[config.mk]
export PLATFORM = sky130hd
export DESIGN_NAME = dwl_engine
export DESIGN_NICKNAME = d
export VERILOG_FILES = /design/src/dwl_pkg.sv /design/src/dwl_stream_if.sv /design/src/dwl_engine.sv /design/src/dwl_fifo.sv
export SDC_FILE = /design/constraint.sdc
export NUM_CORES = 2
export LEC_CHECK = 0
export ABC_AREA = 1
export CELL_PAD_IN_SITES_DETAIL_PLACEMENT = 0
export CELL_PAD_IN_SITES_GLOBAL_PLACEMENT = 2
export CORE_MARGIN = 10
export CORE_UTILIZATION = 40
export DETAILED_ROUTE_END_ITERATION = 10
export DONT_BUFFER_PORTS = 1
export HOLD_SLACK_MARGIN = 0.03
export PLACE_DENSITY = 0.95
export SLEW_MARGIN = 20
export SYNTH_ARGS = -nofsm -noshare
export SYNTH_HDL_FRONTEND = slang
export SYNTH_HIERARCHICAL = 1
export SYNTH_SLANG_ARGS = --single-unit
[constraint.sdc]
create_clock -name mclk -period 9.8 [get_ports mclk]
set_clock_uncertainty 0.15 [all_clocks]
set_input_delay 0.49 -clock mclk [delete_from_list [all_inputs] [get_ports mclk]]
set_output_delay 0.49 -clock mclk [all_outputs]
set_load 0.01 [all_outputs]
[src/dwl_pkg.sv]
// shared constants and types for the span copy and line engine
package dwl_pkg;
	// operating mode codes on the mode port
	localparam logic [1:0] MODE_DMA_WRITE = 2'h1;
	localparam logic [1:0] MODE_LINE = 2'h2;
	// destination bitmap code for packed 8-bpp
	localparam logic [1:0] FMT_PACKED8 = 2'h0;
	// trigger data fields, dma write
	localparam int RC_LSB = 16;
	localparam int ML_LSB = 8;
	localparam int MR_LSB = 0;
	// trigger data fields, line
	localparam int LB_LSB = 16;
	localparam int PAT_LSB = 0;
	// bresenham register fields
	localparam int AINC_LSB = 16;
	localparam int EINC_LSB = 0;
	localparam int IERR_LSB = 16;
	localparam int LEN_LSB = 0;
	// stepping and reset values
	localparam logic [31:0] QWORD_STEP = 32'h0000_0008;
	localparam logic [31:0] DWORD_STEP = 32'h0000_0004;
	localparam logic [3:0] BE_ALL = 4'hF;
	localparam logic [31:0] ADDR_RESET = 32'h0000_0000;
	// fifo geometry
	localparam int BEAT_W = 37;
	localparam int FIFO_DEPTH = 8;
	// engine states
	typedef enum logic [2:0]
	{
		ST_IDLE = 3'b000,
		ST_READ = 3'b001,
		ST_LO = 3'b010,
		ST_HI = 3'b011,
		ST_DRAIN = 3'b100,
		ST_LINE = 3'b101
	} dwl_state_t;
endpackage

[src/dwl_stream_if.sv]
// valid/ready carrier between the engine and its beat fifo
`timescale 1ns/1ps
interface dwl_stream_if #(parameter int W = 8);
	logic valid;
	logic ready;
	logic [W-1:0] data;
	modport source (output valid, output data, input ready);
	modport sink (input valid, input data, output ready);
endinterface

[src/dwl_engine.sv]
// span copy to bus master and patterned line engine
`timescale 1ns/1ps
module dwl_engine
	import dwl_pkg::*;
(
	// clock and reset
	input wire logic mclk,
	input wire logic rst,
	// trigger write into frame buffer space
	input wire logic trig_valid,
	input wire logic [31:0] trig_addr,
	input wire logic [31:0] trig_data,
	output logic trig_ready,
	// configuration
	input wire logic [1:0] op_mode,
	input wire logic [2:0] src_bitmap,
	input wire logic [1:0] src_byte,
	input wire logic [1:0] dst_bitmap,
	input wire logic [31:0] engine_data_reg,
	input wire logic [31:0] dma_base_addr_reg,
	input wire logic [3:0] pixel_shift_reg,
	input wire logic [3:0] raster_op_config_reg,
	input wire logic [31:0] plane_mask_reg,
	input wire logic [31:0] foreground_colour_reg,
	input wire logic [31:0] background_colour_reg,
	input wire logic [31:0] bresenham_term_reg_a,
	input wire logic [31:0] bresenham_term_reg_b,
	input wire logic [31:0] bresenham_init_len_reg,
	// status
	output logic busy,
	// frame buffer quadword read
	output logic fb_rd_req,
	output logic [31:0] fb_rd_addr,
	output logic [4:0] fb_rd_format,
	input wire logic fb_rd_valid,
	input wire logic [63:0] fb_rd_data,
	// frame buffer pixel write
	output logic fb_wr_valid,
	output logic [29:0] fb_wr_dword,
	output logic [1:0] fb_wr_byte,
	output logic [31:0] fb_wr_data,
	output logic [31:0] fb_wr_plane_mask,
	output logic [3:0] fb_wr_rop,
	input wire logic fb_wr_ready,
	// bus master dword beats
	output logic pci_valid,
	output logic pci_start,
	output logic [31:0] pci_addr,
	output logic [31:0] pci_data,
	output logic [3:0] pci_be,
	output logic pci_last,
	input wire logic pci_ack,
	input wire logic pci_stop
);
	typedef struct packed
	{
		dwl_state_t st;
		logic busy;
		logic trig_ready;
		logic rd_req;
		logic [31:0] rd_addr;
		logic [4:0] rd_fmt;
		logic [16:0] total, cnt;
		logic [63:0] residue, qout;
		logic lo_en, hi_en;
		logic [3:0] lo_be, hi_be;
		logic [7:0] lmask, rmask;
		logic beat_valid;
		logic beat_start;
		logic [31:0] dw_addr;
		logic [31:0] beat_data;
		logic [3:0] beat_be;
		logic beat_last;
		logic need_start;
		logic done_seen;
		logic [31:0] cur;
		logic [15:0] err;
		logic [3:0] len;
		logic [15:0] pat;
		logic packed8;
		logic wr_valid;
		logic [31:0] wr_data;
		logic [31:0] pmask;
		logic [3:0] rop;
	} dwl_eng_state_t;
	dwl_eng_state_t s, next_s;

	dwl_stream_if #(.W(BEAT_W)) push_if ();
	dwl_stream_if #(.W(BEAT_W)) pop_if ();

	// eight deep so the reader keeps running while the bus stalls
	dwl_fifo #(.W(BEAT_W), .DEPTH(FIFO_DEPTH)) u_fifo
	(
		.mclk(mclk),
		.rst(rst),
		.wr(push_if.sink),
		.rd(pop_if.source)
	);

	// sign extend a 16-bit bresenham term to address width
	function automatic logic [31:0] sext16(input logic [15:0] v);
		sext16 = {{16{v[15]}}, v};
	endfunction

	// one beat word: last, byte enables, masked data
	function automatic logic [BEAT_W-1:0] mk_beat(input logic last, input logic [3:0] be,
		input logic [31:0] d, input logic [31:0] andm);
		mk_beat = {last, be, d & andm};
	endfunction

	logic [127:0] joined;
	logic [63:0] shifted;
	logic [6:0] shamt;

	// rotate residue and new quadword by the pixel shift in bytes
	assign joined = {fb_rd_data, s.residue};
	assign shamt = {pixel_shift_reg[3:0], 3'b000};
	assign shifted = 64'(joined >> shamt);

	// fifo fill side is driven from the emit states
	always_comb
	begin
		push_if.valid = 1'b0;
		push_if.data = '0;
		if (s.st == ST_LO && s.lo_en)
		begin
			push_if.valid = 1'b1;
			push_if.data = mk_beat(!s.hi_en && s.cnt == 17'h0_0000, s.lo_be, s.qout[31:0],
				engine_data_reg);
		end
		else if (s.st == ST_HI && s.hi_en)
		begin
			push_if.valid = 1'b1;
			push_if.data = mk_beat(s.cnt == 17'h0_0000, s.hi_be, s.qout[63:32], engine_data_reg);
		end
	end

	// the beat register only pulls when empty, one idle cycle per dword
	assign pop_if.ready = !s.beat_valid;

	always_comb
	begin
		next_s = s;
		// pixel attributes registered so the outputs leave a flop
		next_s.pmask = plane_mask_reg;
		next_s.rop = raster_op_config_reg;
		// engine sequencing
		case (s.st)
			ST_IDLE:
			begin
				next_s.trig_ready = 1'b1;
				if (trig_valid && s.trig_ready && op_mode == MODE_DMA_WRITE)
				begin
					next_s.st = ST_READ;
					next_s.busy = 1'b1;
					next_s.trig_ready = 1'b0;
					next_s.rd_req = 1'b1;
					next_s.rd_addr = trig_addr;
					next_s.rd_fmt = {src_byte, src_bitmap};
					next_s.total = {1'b0, trig_data[RC_LSB +: 16]} + 17'h0_0001;
					next_s.cnt = {1'b0, trig_data[RC_LSB +: 16]} + 17'h0_0001;
					next_s.lmask = trig_data[ML_LSB +: 8];
					next_s.rmask = trig_data[MR_LSB +: 8];
					next_s.dw_addr = dma_base_addr_reg;
					next_s.need_start = 1'b1;
					next_s.done_seen = 1'b0;
				end
				else if (trig_valid && s.trig_ready && op_mode == MODE_LINE)
				begin
					next_s.st = ST_LINE;
					next_s.busy = 1'b1;
					next_s.trig_ready = 1'b0;
					next_s.packed8 = (dst_bitmap == FMT_PACKED8);
					// low address bits only matter for packed 8-bpp
					next_s.cur = (dst_bitmap == FMT_PACKED8) ? {trig_addr[31:2], trig_data[LB_LSB +: 2]}
						: {trig_addr[31:2], 2'b00};
					next_s.pat = trig_data[PAT_LSB +: 16];
					next_s.err = bresenham_init_len_reg[IERR_LSB +: 16];
					next_s.len = bresenham_init_len_reg[LEN_LSB +: 4];
					next_s.wr_valid = 1'b1;
					next_s.wr_data = trig_data[PAT_LSB] ? foreground_colour_reg : background_colour_reg;
				end
			end
			ST_READ:
			begin
				if (!s.rd_req)
					next_s.rd_req = 1'b1; // reissue one cycle after the priming read
				else if (fb_rd_valid)
				begin
					next_s.rd_req = 1'b0;
					next_s.residue = fb_rd_data;
					next_s.qout = shifted;
					next_s.cnt = s.cnt - 17'h0_0001;
					next_s.rd_addr = s.rd_addr + QWORD_STEP;
					next_s.st = ST_LO;
					if (s.total == 17'h0_0001) // a single read uses no edge mask
					begin
						next_s.lo_en = 1'b1;
						next_s.hi_en = 1'b1;
						next_s.lo_be = BE_ALL;
						next_s.hi_be = BE_ALL;
					end
					else if (s.cnt == s.total) // priming read, shifter output dropped
					begin
						next_s.st = ST_READ;
					end
					else if (s.cnt == s.total - 17'h0_0001) // left edge, also last when only two reads
					begin
						next_s.lo_en = (s.lmask[3:0] != 4'h0);
						next_s.hi_en = 1'b1;
						next_s.lo_be = s.lmask[3:0];
						next_s.hi_be = s.lmask[7:4];
					end
					else if (s.cnt > 17'h0_0001)
					begin
						next_s.lo_en = 1'b1;
						next_s.hi_en = 1'b1;
						next_s.lo_be = BE_ALL;
						next_s.hi_be = BE_ALL;
					end
					else
					begin
						next_s.lo_en = 1'b1;
						next_s.hi_en = (s.rmask[7:4] != 4'h0);
						next_s.lo_be = s.rmask[3:0];
						next_s.hi_be = s.rmask[7:4];
					end
				end
			end
			ST_LO:
				if (!s.lo_en || push_if.ready)
					next_s.st = ST_HI;
			ST_HI:
				if (!s.hi_en || push_if.ready)
				begin
					next_s.st = (s.cnt == 17'h0_0000) ? ST_DRAIN : ST_READ;
					next_s.rd_req = (s.cnt != 17'h0_0000);
				end
			ST_DRAIN:
				// stay busy until the last beat has been acknowledged on the bus
				if (s.done_seen)
				begin
					next_s.st = ST_IDLE;
					next_s.busy = 1'b0;
				end
			ST_LINE:
				if (fb_wr_ready) // step after each accepted pixel
				begin
					if (s.err[15])
					begin
						next_s.cur = s.cur + sext16(bresenham_term_reg_a[AINC_LSB +: 16]);
						next_s.err = s.err + bresenham_term_reg_a[EINC_LSB +: 16];
					end
					else
					begin
						next_s.cur = s.cur + sext16(bresenham_term_reg_b[AINC_LSB +: 16]);
						next_s.err = s.err - bresenham_term_reg_b[EINC_LSB +: 16];
					end
					// non-packed formats keep the lane at zero
					if (!s.packed8)
						next_s.cur[1:0] = 2'b00;
					next_s.len = s.len - 4'h1;
					next_s.pat = {1'b0, s.pat[15:1]};
					next_s.wr_data = s.pat[1] ? foreground_colour_reg : background_colour_reg;
					if (s.len == 4'h1)
					begin
						// zero start length wraps to sixteen pixels
						next_s.st = ST_IDLE;
						next_s.wr_valid = 1'b0;
						next_s.busy = 1'b0;
					end
				end
			default:
				next_s.st = ST_IDLE;
		endcase

		// bus master beat register
		if (s.beat_valid)
		begin
			if (pci_ack)
			begin
				next_s.beat_valid = 1'b0;
				next_s.beat_start = 1'b0;
				next_s.dw_addr = s.dw_addr + DWORD_STEP;
				if (s.beat_last)
				begin
					next_s.done_seen = 1'b1;
					next_s.need_start = 1'b1;
				end
				if (pci_stop)
					next_s.need_start = 1'b1;
			end
			else if (pci_stop)
				next_s.beat_start = 1'b1;
		end
		else if (pop_if.valid)
		begin
			next_s.beat_valid = 1'b1;
			next_s.beat_start = s.need_start;
			next_s.need_start = 1'b0;
			next_s.beat_last = pop_if.data[36];
			next_s.beat_be = pop_if.data[35:32];
			next_s.beat_data = pop_if.data[31:0];
		end
	end

	// all engine state in one register
	always_ff @(posedge mclk)
	begin
		if (rst)
		begin
			s <= '0;
			s.st <= ST_IDLE;
			s.rd_addr <= ADDR_RESET;
			s.dw_addr <= ADDR_RESET;
			s.need_start <= 1'b1;
		end
		else
			s <= next_s;
	end

	// outputs straight from the state register
	assign trig_ready = s.trig_ready;
	assign busy = s.busy;
	assign fb_rd_req = s.rd_req;
	assign fb_rd_addr = s.rd_addr;
	assign fb_rd_format = s.rd_fmt;
	assign fb_wr_valid = s.wr_valid;
	assign fb_wr_dword = s.cur[31:2];
	assign fb_wr_byte = s.cur[1:0];
	assign fb_wr_data = s.wr_data;
	// plane mask and rop pass with every pixel, never on the dma path
	assign fb_wr_plane_mask = s.pmask;
	assign fb_wr_rop = s.rop;
	assign pci_valid = s.beat_valid;
	assign pci_start = s.beat_start;
	assign pci_addr = s.dw_addr;
	assign pci_data = s.beat_data;
	assign pci_be = s.beat_be;
	assign pci_last = s.beat_last;
endmodule

[src/dwl_fifo.sv]
// parameterised beat fifo with honest full and empty
`timescale 1ns/1ps
module dwl_fifo #(parameter int W = 8, parameter int DEPTH = 8)
(
	// clock and reset
	input wire logic mclk,
	input wire logic rst,
	// fill and drain sides
	dwl_stream_if.sink wr,
	dwl_stream_if.source rd
);
	localparam int AW = $clog2(DEPTH);
	typedef struct packed
	{
		logic [AW:0] wp;
		logic [AW:0] rp;
	} dwl_fifo_state_t;
	dwl_fifo_state_t s, next_s;
	logic [W-1:0] mem [DEPTH];
	logic full;
	logic empty;
	logic do_wr;
	logic do_rd;

	// extra pointer bit tells full from empty
	assign empty = (s.wp == s.rp);
	assign full = (s.wp[AW] != s.rp[AW]) && (s.wp[AW-1:0] == s.rp[AW-1:0]);
	assign wr.ready = !full;
	assign rd.valid = !empty;
	assign rd.data = mem[s.rp[AW-1:0]];
	assign do_wr = wr.valid && !full;
	assign do_rd = rd.ready && !empty;

	// pointer advance
	always_comb
	begin
		next_s = s;
		if (do_wr)
			next_s.wp = s.wp + 1'b1;
		if (do_rd)
			next_s.rp = s.rp + 1'b1;
	end

	// storage has no reset, pointers do
	always_ff @(posedge mclk)
	begin
		if (rst)
			s <= '0;
		else
			s <= next_s;
		if (do_wr)
			mem[s.wp[AW-1:0]] <= wr.data;
	end
endmodule

# == Word level (Yosys, flattened, before mapping) ==
# Memory sizes are Yosys's and may differ from the RTL's. A register that Yosys moved wholly into a read port is not among the register bits.
# Index checks and enable logic that the tools add are counted.
# totals
output_inout_bits,212
elab_cells,181
reg_bits,413
ramBits,296
n_memories,1
inputBits,408
# classes
bitwise,5
order_cmp,1
eq_ne,28
n_reduce_logical,38
addsub,12
n_shift,1
muxes,63
# mem_list
name,depth,width,read_ports,rd_clocked_by_memory_dff,wr,line_no,rtl
u_fifo.mem,8,37,1,1,1,dwl_fifo.sv:19,logic [W-1:0] mem [DEPTH];
# ops
cell,count
$mux W155,2
$mux W32,7
$mux W102,2
$pmux W68 S2,1
$shr A128 B7 Y64,1
$mux W37,2
$mux W72,1
$mux W68,1
$mux W33,2
$pmux W33 S2,1
$add A32 B32 Y32,2
$and A32 B32 Y32,2
$pmux W32 S2,1
$mux W48,1
$eq A17 B17 Y1,2
$pmux W17 S2,1
$sub A17 B1 Y17 const B,2
$add A32 B3 Y32 const B,1
$add A32 B4 Y32 const B,1
$mux W10,3
$mux W2,10
$ne A2 B2 Y1 const B,10
$pmux W3 S6,1
$add A16 B1 Y17 const B,1
other kinds (39),90

# == Longest topological paths before layout ==
# logic_depth
ltp_word,8
ltp_mapped,21
ltp_nobuf,21

# == Modules after synthesis ==
# Netlist, hierarchy kept.
# modules_own_cells
mod,area_each_um2,n_inst,cells_per_inst
dwl_engine,28695.0,1,4385
dwl_fifo,12177.9,1,1008

# == Worst setup path before layout ==
# No wires, ideal clock.
# synth_path
path_kind,register to register
from,register s[439] (netlist name)
to,"memory u_fifo/mem[1][0] (netlist name), enable pin"
required_ns,9.219
setup_time_ns,0.431
path_slack_ns,6.469
t_arrival_ns,2.750
path_stages_with_launch,7
cell_sequence,dfxtp_1 > nand2_1 > nor2_1 > nand2_1 > nand2_1 > nand3_1 > nor2_1
# synth_via
elab_chain_len,7
elab_cells_between_ends,9
cone_classes,eq/ne: 2; mux: 4; reduce/logical: 3
# synth_lines
element,line_no,rtl
"start, declared",dwl_engine.sv:86,"dwl_eng_state_t s, next_s;"
"start signal, assigned",dwl_engine.sv:319,s <= next_s;
$eq A3 B2 Y1,dwl_engine.sv:131,else if (s.st == ST_HI && s.hi_en)
$logic_and A1 B1 Y1,dwl_engine.sv:131,
$mux W1,dwl_engine.sv:131,
$mux W1 (*),dwl_engine.sv:125,if (s.st == ST_LO && s.lo_en)
net push_if.valid,dwl_stream_if.sv:4,logic valid;
$logic_and A1 B1 Y1 (*),dwl_fifo.sv:31,assign do_wr = wr.valid && !full;
$mux W1 (*),dwl_fifo.sv:51,if (do_wr)
$mux W1 (implied by the code) (*),dwl_fifo.sv:52,mem[s.wp[AW-1:0]] <= wr.data;
"end, declared",dwl_fifo.sv:19,
# The timed path passes the listed nets; every way through them passes the cells marked *.

# == Worst setup path in the final report ==
# layout_path
from,"register s, in the netlist trig_ready"
to,"register s, in the netlist pci_addr[31]"
# layout_via
elab_chain_len,6
# layout_lines
element,line_no,rtl
$logic_and A1 B1 Y1 (*) (2 in series),dwl_engine.sv:152,if (trig_valid && s.trig_ready && op_mode == MODE_DMA_WRITE)
$mux W32 (*),dwl_engine.sv:152,
$mux W32 (*),dwl_engine.sv:148,case (s.st)
$mux W32,dwl_engine.sv:280,if (pci_ack)
$mux W32 (*),dwl_engine.sv:278,if (s.beat_valid)
# Mark *: on every way between the ends. The rest lies on a longest branch, timed or not.
# A chain may end at the register's enable or synchronous reset.

==> Implementation_results.wiki <==
{| class="wikitable"
! Metric !! Value
|-
| Result of the run || finished clean
|-
| FMAX || about 0.26 GHz
|-
| Final estimated routing congestion in global placement || 0.926
|-
| Int Power || 5.93 mW
|-
| Number of flip-flops and latches in the synthesized netlist || ~750
|-
| Clock transition at path regs || ~0.06 ns
|-
| Post-synthesis instance area || 40900 µm²
|-
| Cells resized by post-CTS repair || 0
|-
| Switching Fraction || 0.320
|-
| Total global-route track usage || 0.241
|-
| GRT overflow || 0
|-
| Total Neg Setup Slack || 0 ns
|-
| Worst setup path class || register to register
|-
| Global-route wire length before repair || 220000 µm
|-
| Syn-to-layout area delta || 13.8%
|-
| TritonCTS Buffers || between 80 and 90
|-
| Antenna violations before repair || 11
|-
| Share of the clock period used by the worst path || 0.395
|-
| Crit path time final || 3.87 ns
|-
| Die width || 340 µm
|-
| Number of synthesized flops with an enable pin || 296
|-
| TritonCTS clock tree || yes
|-
| Via total after detailed routing || 37.0k
|-
| Sequential share of power || 0.411
|-
| Worst voltage drop across the vdd grid || 0.188 mV
|-
| Placeable core area || just over 100000 µm²
|-
| Pin count of the biggest net entering global routing || 233
|-
| Unrepaired setup endpoints after global routing || no
|-
| Area of the multi-input gates || 18700 µm²
|-
| Initial Utilization || 0.402
|-
| Clock tree buffer depth || 3
|-
| Drt total wl || approximately 150000 µm
|-
| DR DRC count || 0
|-
| Boundary Pins || 620
|-
| Footprint of the flip-flops and latches || 17900 µm²
|-
| Power density relative to cell area || 188 nW/µm²
|-
| Pre-antenna DRT Iters || 6
|-
| Share of total power in the clock network || 0.397
|-
| Die ar. || 115000 µm²
|-
| Per-instance average area after synthesis || 7.58 µm²
|-
| Required time at the endpoint of the critical path || 10.21 ns
|-
| Tightest hold margin || 0.0598 ns
|-
| Average routed wire per standard cell || ~21 µm
|-
| Port Buffers || 0
|-
| Post-synthesis net count || 5861
|-
| Net load switching power || 2.80 mW
|-
| Transition time at the pin with the least slew margin || between 1 and 1.5 ns
|-
| Share of post-route cells with drive strength above 1 || 0.0581
|-
| Peak fanout along the critical path || 62
|-
| H-tree depth reported by CTS || 3
|-
| Crit path launch type || register
|-
| HPWL after detailed placement || 96500 µm
|-
| Endpoints failing setup || 0
|-
| CP Capture Type || register
|-
| Number of setup buffers added after CTS || 0
|-
| Yosys cell types || 59
|-
| Number of max-capacitance violations reported || 0
|-
| Clock tree sinks || 748
|-
| Synth async-reset ratio || 0
|-
| Detailed router's first-iteration violation count || approximately 3.3k
|-
| Synth Instances || 5393
|-
| Final Hold Violating Endpoints || 0
|-
| Final-stage net count || 5800
|-
| Worst slew margin relative to its limit || 0.221
|-
| Number of global-route vias before repair || about 35k
|-
| Vias per std cell || about 5.4
|-
| Vertical die dimension || around 340 µm
|-
| Warnings, synthesis || 6
|-
| Pins Over Slew Limit || 0
|-
| CTS Root Cell || sky130_fd_sc_hd__clkbuf_16
|-
| Crit path arrival time || 4.28 ns
|-
| Clock latency of the later-clocked register in the worst-skew pair || 0.71 ns
|-
| Top_reg_cell synth || sky130_fd_sc_hd__dfxtp_1
|-
| Pleak || about 18 nW
|-
| Fillers || 10.1k
|-
| Sequential cell area fraction in the yosys report || 0.439
|-
| DRT antenna net count || 0
|-
| Type of the most critical hold path || primary input to register
|-
| Combinational cell fraction of total power || 0.192
|-
| Row count || 117
|}
[metrics by stage]
step	utilization	instances	instance area [µm²]	setup WS [ns]	total power, mW
3_5_place_dp	0.395	6293	40100	5.91	5.19
5_1_grt	0.458	6783	46500	5.56	9.19
6_report	0.458	6791	46500	5.93	8.73
2_1_floorplan	-	5393	40900	6.47	4.92
4_1_cts	0.457	6775	46500	5.84	8.82
3_3_place_gp	0.395	6293	40100	5.96	5.17
[area by class of cell]
cell class,count,share of cell area
multi-input combinational,3740,0.401
sequential,748,0.386
timing repair buffer,359,0.0767
clock buffer,114,0.0523
tap,1368,0.0368
inverter,396,0.0322
clock inverter,50,0.0142
antenna,16,0.000861
[flip-flops by register name, summed over array words and instances, names as in the netlist, 5 cells and up, named ones only]
| signal | cells |
|---|---|
| fb_wr_dword | 30 |
| fb_wr_plane_mask | 32 |
| u_fifo/mem | 296 |
| pci_data | 32 |
| joined | 64 |
| s | 165 |
| fb_rd_format | 5 |
| fb_wr_data | 32 |
| fb_rd_addr | 32 |
| pci_addr | 32 |
| u_fifo/s | 8 |
[path summary, 6_finish.rpt]
check | startpoint | to | slack [ns] | cells after the start
setup / recovery | trig_ready | pci_addr[31] | 5.93 | 12
hold / removal | rst | fb_wr_plane_mask[0] | 0.06 | 2
setup reg to reg | trig_ready | pci_addr[31] | 5.93 | 12
hold reg to reg | s[214] | s[214] | 0.31 | 2
[cells in the final DEF, fill, tap and decap left out, types with 10 or more instances in the layout]
cell type                       instances
sky130_fd_sc_hd__nor3_1                41
sky130_fd_sc_hd__clkbuf_1              14
sky130_fd_sc_hd__xnor2_1               14
sky130_fd_sc_hd__a21oi_1              415
sky130_fd_sc_hd__clkinv_1              14
sky130_fd_sc_hd__xor2_1                36
sky130_fd_sc_hd__nor2_4                19
sky130_fd_sc_hd__nor2_1               655
sky130_fd_sc_hd__diode_2               16
sky130_fd_sc_hd__or2_2                 31
sky130_fd_sc_hd__nand4_1               40
sky130_fd_sc_hd__a22oi_1               31
sky130_fd_sc_hd__o21ai_1               72
sky130_fd_sc_hd__buf_4                 39
sky130_fd_sc_hd__nand2_1              990
sky130_fd_sc_hd__o22ai_1               11
sky130_fd_sc_hd__bufinv_16             10
sky130_fd_sc_hd__inv_1                376
sky130_fd_sc_hd__clkbuf_8              11
sky130_fd_sc_hd__nand3_1              230
sky130_fd_sc_hd__o21ai_0              769
sky130_fd_sc_hd__clkbuf_16             89
sky130_fd_sc_hd__edfxtp_1             296
sky130_fd_sc_hd__ha_1                  58
sky130_fd_sc_hd__clkinv_2              16
sky130_fd_sc_hd__a211oi_1              13
sky130_fd_sc_hd__o221a_2               13
sky130_fd_sc_hd__dfxtp_1              450
sky130_fd_sc_hd__o211ai_1              29
sky130_fd_sc_hd__inv_2                 15
sky130_fd_sc_hd__dlygate4sd3_1        314
sky130_fd_sc_hd__nor2_2                16
sky130_fd_sc_hd__nand3b_1              12
sky130_fd_sc_hd__mux2i_1               44
sky130_fd_sc_hd__a221oi_1              56
sky130_fd_sc_hd__a31oi_1               52
[synth_stat cells, drive strengths merged, types with 2 or more instances]
cell / n / area share
o311ai: 8 / 0.0017
a41oi: 6 / 0.0013
buf: 315 / 0.052
o21bai: 5 / 0.0010
a31o: 2 / 0.00043
edfxtp: 296 / 0.22
nand4: 42 / 0.0067
or2: 31 / 0.0047
inv: 393 / 0.036
ha: 58 / 0.018
a21oi: 421 / 0.052
a22oi: 31 / 0.0057
fa: 2 / 0.00098
clkbuf: 194 / 0.018
dfxtp: 452 / 0.22
nor2: 690 / 0.066
o211ai: 29 / 0.0053
nand2: 999 / 0.092
a211oi: 13 / 0.0024
nand3: 233 / 0.029
clkinv: 3 / 0.00028
o21a: 8 / 0.0015
mux2i: 44 / 0.011
o31ai: 7 / 0.0013
a221oi: 56 / 0.012
a31oi: 52 / 0.0080
a21o: 8 / 0.0015
o221ai: 4 / 0.00086
o22ai: 12 / 0.0018
xnor2: 14 / 0.0030
nor4: 10 / 0.0015
xor2: 36 / 0.0077
o21ai: 843 / 0.10
nand3b: 12 / 0.0022
nor3: 46 / 0.0066
o221a: 13 / 0.0036
[worst max-delay path, stage by stage (launching register included)]
cell and delay (ns):
sky130_fd_sc_hd__dfxtp_1 0.48, sky130_fd_sc_hd__nand2_1 0.15, sky130_fd_sc_hd__nor3_2 0.30, sky130_fd_sc_hd__inv_1 0.18
sky130_fd_sc_hd__nor2_4 0.13, sky130_fd_sc_hd__buf_4 0.59, sky130_fd_sc_hd__inv_2 0.13, sky130_fd_sc_hd__o21ai_0 0.22
sky130_fd_sc_hd__o21ai_0 0.10, sky130_fd_sc_hd__dlygate4sd3_1 0.56, sky130_fd_sc_hd__nand2_1 0.06, sky130_fd_sc_hd__a21oi_1 0.06
sky130_fd_sc_hd__dlygate4sd3_1 0.57
[routing by layer]
layer / share of wire / GRT usage
met3: 0.083 / 0.0551
met4: 0.026 / 0.0716
met1: 0.42 / 0.315
met5: 0.000048 / 0
met2: 0.47 / 0.395
[power by group through the flow]
stage,Combinational [mW],Sequential (mW),Clock [mW]
floorplan,1.45,3.47,0
global placement,1.51,3.66,0
detailed placement,1.52,3.66,0
CTS,1.68,3.60,3.55
global route,1.91,3.62,3.66
finish,1.67,3.59,3.47
[logic make-up after synthesis]
| family | synth area share |
|---|---|
| AOI/OAI and AO/OA | 0.205 |
| xor gates and xnor gates | 0.0107 |
| adders and majority gates | 0.0187 |
| buffers and inverters | 0.107 |
| DFF | 0.439 |
| muxes | 0.0108 |
| and+or+nand+nor | 0.209 |
[timing repair]
| item | 4_1_cts | 5_1_grt |
|---|---|---|
| endpoints found under the setup margin | 0 | 0 |
| hold buffers | 318 | 0 |
| hold endpoints to repair | 407 | 0 |
Note: power is estimated with default switching activity, not from simulation.
